**src/inc/psld_defs.vh**
```
// Constants for the front-panel status lamp driver
`ifndef PSLD_DEFS_VH
`define PSLD_DEFS_VH
`define PSLD_CLK_HZ          25000000
`define PSLD_HOLD_SEC        5
`define PSLD_HALF_4HZ_DIV    8
`define PSLD_BLINK_1HZ_BIT   2
`define PSLD_BLINK_2HZ_BIT   1
`define PSLD_BLINK_4HZ_BIT   0
`define PSLD_ROT_STEPS       3
`define PSLD_SYNC_STAGES     3
`endif

```
**src/rtl/psld_panel.v**
```verilog
// Front-panel status lamp driver for a managed industrial switch
//
// Function
// - System lamp steady green after self-check passed and system ready.
// - System lamp blinks green 1 Hz while reset button held.
// - After five seconds continuous hold, system lamp blinks green 4 Hz.
// - System lamp steady red on boot failure or info/nonvolatile read error.
// - Fault lamp steady red when alarm relay is triggered.
// - Fault lamp steady red when a port is shut down by ingress rate limit.
// - Fault lamp steady red on invalid ring port connection.
// - Fault lamp dark when no fault source is active.
// - Each power lamp amber while its own input is powered, else dark.
// - Ring lead lamp steady green for master, chain head or tree root.
// - Ring lead lamp blinks 4 Hz on ring or chain failure cases.
// - Coupling end lamp green when coupling, dual homing or chain tail.
// - Coupling end lamp blinks 4 Hz on chain tail failure cases.
// - Locator makes all non-power system lamps blink all colours at 2 Hz; port lamps unaffected.
// - File transfer rotates system green, fault, ring lead and coupling end lamps; disabled by default.
// - Copper upper lamp green at 100M link, 4 Hz on traffic, dark down.
// - Copper lower lamp amber at 10M link, 4 Hz on traffic, dark down.
// - Fiber lamp green on 100M link, 4 Hz on traffic, dark down.
`timescale 1ns/1ps
`include "psld_defs.vh"
module psld_panel #(
   parameter         NCOPPER      = 6,
   parameter         NFIBER       = 3,
   parameter         HALF_TICKS   = `PSLD_CLK_HZ / `PSLD_HALF_4HZ_DIV,
   parameter integer HOLD_TICKS   = `PSLD_HOLD_SEC * `PSLD_HALF_4HZ_DIV,
   parameter         XFER_ENABLE  = 0
) (
   // Clock and reset
   input  wire               clk,
   input  wire               rst_n,
   // System status
   input  wire               power_on_selfcheck_pass,
   input  wire               boot_fail,
   input  wire               reset_button,
   // Fault sources
   input  wire               relay_alarm,
   input  wire               rate_limit_shutdown,
   input  wire               ring_port_invalid,
   // Power inputs
   input  wire               power_input_a,
   input  wire               power_input_b,
   // Redundancy role and health
   input  wire               role_lead,
   input  wire               lead_master_after_fail,
   input  wire               lead_chain_head_fail,
   input  wire               lead_member_ring_port_down,
   input  wire               lead_head_end_port_down,
   input  wire               role_coupling,
   input  wire               role_chain_tail,
   input  wire               tail_chain_fail,
   input  wire               tail_end_port_down,
   // Locator and file transfer
   input  wire               locator_active,
   input  wire               file_xfer_active,
   // Copper ports
   input  wire [NCOPPER-1:0] copper_link_100,
   input  wire [NCOPPER-1:0] copper_link_10,
   input  wire [NCOPPER-1:0] copper_traffic,
   // Fiber ports
   input  wire [NFIBER-1:0]  fiber_link,
   input  wire [NFIBER-1:0]  fiber_traffic,
   // System lamps
   output reg                state_green,
   output reg                state_red,
   output reg                fault_red,
   output reg                power_in_a_lamp,
   output reg                power_in_b_lamp,
   output reg                ring_lead_lamp,
   output reg                coupling_end_lamp,
   output reg                locate_amber,
   // Port lamps
   output reg  [NCOPPER-1:0] copper_upper_green,
   output reg  [NCOPPER-1:0] copper_lower_amber,
   output reg  [NFIBER-1:0]  fiber_green
);
   localparam ROT_S = 3'h1;
   localparam ROT_F = 3'h2;
   localparam ROT_L = 3'h4;

   wire [2:0] blink;
   wire       tick;
   reg  [2:0] sync_btn;
   reg  [7:0] hold_cnt;
   reg  [2:0] rot;
   reg  [2:0] next_rot;
   wire       b1;
   wire       b2;
   wire       b4;
   wire       btn;
   wire       held_long;
   wire       xfer;
   reg        n_sg;
   reg        n_sr;
   reg        n_fr;
   reg        n_lead;
   reg        n_cpl;
   reg        n_amb;

   // Blink phase select: 1 when lamp is in its lit half
   function blink_of;
      input steady;
      input blinking;
      input phase;
      begin
         blink_of = blinking ? phase : steady;
      end
   endfunction

   psld_blink_gen #(
      .HALF_TICKS (HALF_TICKS),
      .CW         (32)
   ) u_blink (
      .clk   (clk),
      .rst_n (rst_n),
      .blink (blink),
      .tick  (tick)
   );

   assign b4 = blink[`PSLD_BLINK_4HZ_BIT];
   assign b2 = blink[`PSLD_BLINK_2HZ_BIT];
   assign b1 = blink[`PSLD_BLINK_1HZ_BIT];

   // Button comes from a pin: three stages, change once last two agree
   always @(posedge clk or negedge rst_n) begin
      if (!rst_n)
         sync_btn <= 3'h0;
      else
         sync_btn <= {sync_btn[1:0], reset_button};
   end
   reg btn_q;
   always @(posedge clk or negedge rst_n) begin
      if (!rst_n)
         btn_q <= 1'b0;
      else if (sync_btn[2] == sync_btn[1])
         btn_q <= sync_btn[1];
   end
   assign btn = btn_q;

   // Hold time counted in eighth-second ticks; saturates at the limit
   always @(posedge clk or negedge rst_n) begin
      if (!rst_n)
         hold_cnt <= 8'h00;
      else if (!btn)
         hold_cnt <= 8'h00;
      else if (tick && hold_cnt != HOLD_TICKS[7:0])
         hold_cnt <= hold_cnt + 8'h01;
   end
   assign held_long = (hold_cnt == HOLD_TICKS[7:0]);

   // Rotation for file transfer, one step per 4 Hz period; lead and coupling lamps share the third step
   assign xfer = file_xfer_active && (XFER_ENABLE != 0);
   always @* begin
      case (rot)
         ROT_S:   next_rot = ROT_F;
         ROT_F:   next_rot = ROT_L;
         ROT_L:   next_rot = ROT_S;
         default: next_rot = ROT_S;
      endcase
   end
   always @(posedge clk or negedge rst_n) begin
      if (!rst_n)
         rot <= ROT_S;
      else if (!xfer)
         rot <= ROT_S;
      else if (tick && !b4)
         rot <= next_rot;
   end

   // Next system lamp values; override first, then blink over steady
   always @* begin
      n_amb  = 1'b0;
      n_sg   = 1'b0;
      n_sr   = 1'b0;
      n_fr   = 1'b0;
      n_lead = 1'b0;
      n_cpl  = 1'b0;
      if (locator_active) begin
         n_sg   = b2;
         n_sr   = b2;
         n_fr   = b2;
         n_lead = b2;
         n_cpl  = b2;
         n_amb  = b2;
      end else if (xfer) begin
         n_sg   = rot[0];
         n_fr   = rot[1];
         n_lead = rot[2];
         n_cpl  = rot[2];
      end else begin
         if (btn)
            n_sg = held_long ? b4 : b1;
         else if (boot_fail)
            n_sr = 1'b1;
         else
            n_sg = power_on_selfcheck_pass;
         n_fr = relay_alarm | rate_limit_shutdown | ring_port_invalid;
         n_lead = blink_of(role_lead,
                           lead_master_after_fail | lead_chain_head_fail |
                           lead_member_ring_port_down | lead_head_end_port_down, b4);
         n_cpl = blink_of(role_coupling | role_chain_tail,
                          tail_chain_fail | tail_end_port_down, b4);
      end
   end

   // All lamps registered; dark in reset
   always @(posedge clk or negedge rst_n) begin
      if (!rst_n) begin
         state_green        <= 1'b0;
         state_red          <= 1'b0;
         fault_red          <= 1'b0;
         power_in_a_lamp    <= 1'b0;
         power_in_b_lamp    <= 1'b0;
         ring_lead_lamp     <= 1'b0;
         coupling_end_lamp  <= 1'b0;
         locate_amber       <= 1'b0;
         copper_upper_green <= {NCOPPER{1'b0}};
         copper_lower_amber <= {NCOPPER{1'b0}};
         fiber_green        <= {NFIBER{1'b0}};
      end else begin
         state_green        <= n_sg;
         state_red          <= n_sr;
         fault_red          <= n_fr;
         power_in_a_lamp    <= power_input_a;
         power_in_b_lamp    <= power_input_b;
         ring_lead_lamp     <= n_lead;
         coupling_end_lamp  <= n_cpl;
         locate_amber       <= n_amb;
         // Traffic blinks only while the link at that speed is up
         copper_upper_green <= copper_link_100 & (copper_traffic & {NCOPPER{b4}} |
                               ~copper_traffic);
         copper_lower_amber <= copper_link_10 & (copper_traffic & {NCOPPER{b4}} |
                               ~copper_traffic);
         fiber_green        <= fiber_link & (fiber_traffic & {NFIBER{b4}} | ~fiber_traffic);
      end
   end
endmodule // psld_panel

```
**src/rtl/psld_blink_gen.v**
```verilog
// Shared blink-rate divider producing 4, 2 and 1 Hz square waves
`timescale 1ns/1ps
`include "psld_defs.vh"
module psld_blink_gen #(
   parameter         HALF_TICKS = 3125000,
   parameter integer CW         = 22
) (
   // Clock and reset
   input  wire         clk,
   input  wire         rst_n,
   // Blink phases and eighth-second tick
   output reg  [2:0]   blink,
   output reg          tick
);
   reg [CW-1:0] count;

   // Terminal count sets the 4 Hz half period; slower rates double it in turn
   always @(posedge clk or negedge rst_n) begin
      if (!rst_n) begin
         count <= {CW{1'b0}};
         blink <= 3'h0;
         tick  <= 1'b0;
      end else if (count == HALF_TICKS[CW-1:0] - 1'b1) begin
         count <= {CW{1'b0}};
         blink <= blink + 3'h1;
         tick  <= 1'b1;
      end else begin
         count <= count + 1'b1;
         tick  <= 1'b0;
      end
   end
endmodule // psld_blink_gen

```
**config.mk**
```make
export PLATFORM = sky130hd
export DESIGN_NAME = psld_panel
export DESIGN_NICKNAME = d
export VERILOG_FILES = /design/src/rtl/psld_panel.v /design/src/rtl/psld_blink_gen.v
export VERILOG_INCLUDE_DIRS = /design/src /design/src/inc
export SDC_FILE = /design/constraint.sdc
export NUM_CORES = 1
export LEC_CHECK = 0
export BUFFER_PORTS_ARGS = -buffer_cell sky130_fd_sc_hd__buf_2
export CORE_MARGIN = 5
export CORE_UTILIZATION = 54
export DETAILED_ROUTE_END_ITERATION = 8
export PLACE_DENSITY = 0.79
export SYNTH_ARGS = -nofsm -noshare
export SYNTH_HDL_FRONTEND = slang
export SYNTH_SLANG_ARGS = --single-unit
export TNS_END_PERCENT = 1
```
**constraint.sdc**
```tcl
create_clock -name clk -period 2.5 [get_ports clk]
set_input_delay 0.25 -clock clk [delete_from_list [all_inputs] [get_ports clk]]
set_output_delay 0.25 -clock clk [all_outputs]
set_load 0.02 [all_outputs]
```
==> flow_summary.yaml <==
power_and_ir_drop:
  internal_power_mw: 1.58
  power_density_nw_per_um2: 550
  switchingPower_mw: 0.502
  power.share.clock_pct: 37.2
  share_seq_of_total_power_pct: 56.6
  power_mw: 2.08
  ir_drop_mv: 0.365
  sw_frac_of_total_pct: 24.1
  leakagePower_nw: 1.80
  combPwrFrac_pct: 6.2
clock_tree:
  htreeDepth: 3
  clock_sinks: 71
  cts_max_path_buffers: 2
  cts_tree: "yes"
  cts-root-buf: "clkbuf_8"
  path_clk_slew_ps: 80
  clock_latency_ps: 340
  cts-buffers-inserted: 9
  post_cts_buffers: 0
flow_run:
  cap_violations: 0
grt:
  grt_start_max_net_pins: 52
  grt_overflow_total: 0
  grt_util_all_layers_pct: 19.1
  grt_pass1_vias: 2444
  grt_antenna_before_repair: 0
  grt_pass1_wl_um: 11100
worst_setup_path:
  required_ps: 2770
  worst-path-buf-inv: 0
  start_kind: "flip-flop"
  crit_slowest_cell: "or4_1"
  critical_path_class: "reg -> reg"
  slowest_delay_ps: 600
  path_max_fanout: 6
  crit_path_end_kind: "flip-flop"
  crit_family: "simple AND/OR/NAND/NOR gates"
  path_cells: "ha_1 -> nand4_1 -> or4_1 -> or3_1 -> a21oi_1"
  worst_ep_arrival_time_ps: 2290
sta:
  timing.fmax_mhz: 495
  setup_viol: 0
  timing.final.crit_share_pct: 80.8
  drv_slew: 0
  grt_setup_unrepaired: "no"
  hold_viol: 0
  worstMarginPinSlew_ps: 712
  skew_ps: 7.00
  tns_ps: 0
  fin_crit_ps: 2020
  slew_headroom_pct: 52.1
logic_synthesis:
  avgSynthCellArea_um2: 10.7
  syn-cell-area_um2: 3150
  yosys_warnings: 0
  synth.distinct_cells: 40
  synth_seq_cells: 71
  syn_inst: 295
  yosysSeqAreaShare_pct: 56.4
  synth_fp_nets: 344
drt:
  drc_errors: 0
  antenna_left: 0
  drt_iter0_drc: 201
  avgViaCountPerCell: 5.50
  first_pass_iters: 6
  totalWireLength_um: 6410
  wire_per_inst_um: 14.3
  vias: 2459
hold_path:
  hold_path.class: "in -> reg"
die:
  die_y_um: 86.4
  die_x_um: 86.4
  die_area_um2: 7460
  ios: 68
  coreArea_um2: 5570
  start_util_pct: 56.5
  rows: 27
run_status:
  status: "complete, no violations"
layout:
  syn_to_final_growth_pct: 19.9
  drive_gt1_share_pct: 25.6
  nets: 420
  diodes: 0
placed_design:
  gp_congestion: 0.890
  port_buffers: 66
  place_hpwl_um: 4670
==> power groups by stage <==
stage          Sequential [mW]  Combinational, mW  Clock [mW]
3_5_place_dp              1.20              0.128           0
5_1_grt                   1.18              0.146       0.841
2_1_floorplan             1.22             0.0211           0
4_1_cts                   1.18              0.133       0.790
3_3_place_gp              1.20              0.125           0
6_report                  1.18              0.129       0.774
==> final cells by class <==
class | instances | area (um^2)
clock buffer | 10 | 128
clock inverter | 5 | 36.3
timing repair buffer | 73 | 403
sequential | 71 | 1780
fill | 438 | 1790
tap | 72 | 90.1
inverter | 10 | 37.5
multi-input combinational | 206 | 1310
==> final timing paths <==
path	startpoint	slack, ps	depth (start not counted)	end
max in group asynchronous	rst_n	1480	3	u_blink.count[6]
max	u_blink.count[0]	480	5	u_blink.count[18]
min in group asynchronous	rst_n	400	2	hold_cnt[3]
min reg2reg	sync_btn[0]	360	0	sync_btn[1]
min	power_input_b	10	1	power_in_b_lamp
max reg2reg	u_blink.count[0]	480	5	u_blink.count[18]
==> stage by stage <==
| step | instances | hold WS (ps) | worst slack [ps] | area, um^2 | util (%) |
|---|---|---|---|---|---|
| after global routing | 447 | 0.0783 | 331 | 3780 | 67.8 |
| after CTS | 447 | 2.51 | 260 | 3770 | 67.7 |
| after global placement | 429 | 236 | 414 | 3580 | 64.2 |
| final | 447 | 14.4 | 480 | 3780 | 67.8 |
| after floorplan | 295 | -45.6 | 575 | 3150 | - |
| after detailed placement | 429 | 243 | 278 | 3580 | 64.2 |
==> repair_timing <==
| item | CTS | global route |
|---|---|---|
| endpoints found under the hold margin | 22 | 0 |
| hold buffers | 3 | 0 |
| endpoints found under the setup margin | 0 | 1 |
| resized for setup | 0 | 1 |
==> cells in the mapped netlist <==
cell | number | area (um^2)
clkbuf_2 | 1 | 5.00
and2_1 | 15 | 93.8
and4_1 | 1 | 8.76
nand3b_1 | 2 | 15.0
dfrtp_1 | 71 | 1780
ha_1 | 4 | 50.1
nor3_1 | 5 | 25.0
o21ai_0 | 13 | 65.1
or3b_2 | 1 | 8.76
or3_1 | 5 | 31.3
maj3_1 | 1 | 10.0
or4b_2 | 1 | 10.0
nand2_1 | 25 | 93.8
or3_2 | 3 | 22.5
nor2_1 | 20 | 75.1
or4_4 | 1 | 11.3
mux2i_1 | 2 | 20.0
xor2_1 | 12 | 105
o211ai_1 | 3 | 22.5
nand4bb_1 | 1 | 11.3
buf_2 | 3 | 15.0
nand4_2 | 1 | 12.5
nand3_2 | 1 | 10.0
nand4_1 | 20 | 125
nor3_2 | 1 | 10.0
mux2_2 | 1 | 11.3
nor4b_1 | 1 | 8.76
and3_1 | 6 | 37.5
nand3_1 | 12 | 60.1
or4_1 | 5 | 37.5
clkinv_1 | 1 | 3.75
xnor2_1 | 17 | 149
o311ai_0 | 1 | 8.76
nor2b_1 | 1 | 6.26
and3_2 | 1 | 7.51
a21oi_1 | 8 | 40.0
inv_1 | 9 | 33.8
nor4_1 | 11 | 68.8
clkbuf_1 | 4 | 15.0
a21boi_0 | 4 | 30.0
==> worst reg2reg max path, delay by kind of cell, from the launching register on <==
family	cells	cell delay [ps]
AND/OR/NAND/NOR	3	1130
adder cells (fa/ha/maj)	1	290
AO/OA/AOI/OAI	1	150
flip-flops	1	380
==> flip-flops by register name (all words and copies together), names as in the netlist, 3 cells and up <==
name / cells
u_blink.count: 32
hold_cnt: 8
copper_lower_amber: 6
copper_upper_green: 6
fiber_green: 3
sync_btn: 3
u_blink.blink: 3
==> cells in the final DEF, fill, tap and decap left out, types with 2 or more instances in the layout <==
master         instances
xnor2_1               17
or3_1                  5
nand3_1               12
o21ai_0               13
and2_1                15
nor2_1                20
nor4_1                11
and3_1                 6
nand4_1               20
dfrtp_1               71
dlygate4sd3_1          3
ha_1                   4
o211ai_1               3
or3_2                  3
clkinvlp_4             3
nand3b_1               2
or4_1                  5
nand2_1               25
clkbuf_8               9
mux2i_1                2
a21oi_1                8
buf_4                  3
xor2_1                12
buf_2                 66
nor3_1                 5
inv_1                  9
a21boi_0               4
==> cell families after synthesis <==
group           synth area share [%]
flops                           56.4
xor+xnor                        8.06
compound gates                  5.28
buf+inv                         2.30
simple gates                    25.1
mux                            0.992
fa+ha+maj                       1.91
==> per-layer routing <==
metal | routed length (um) | vias up | track usage [%]
li1 | - | 1194 | -
met1 | 2740 | 1191 | 24.8
met2 | 3190 | 61 | 29.5
met3 | 347 | 13 | 5.23
met4 | 132 | 0 | 9.49
met5 | 0 | - | 0
(Power assumes the default switching activity.)
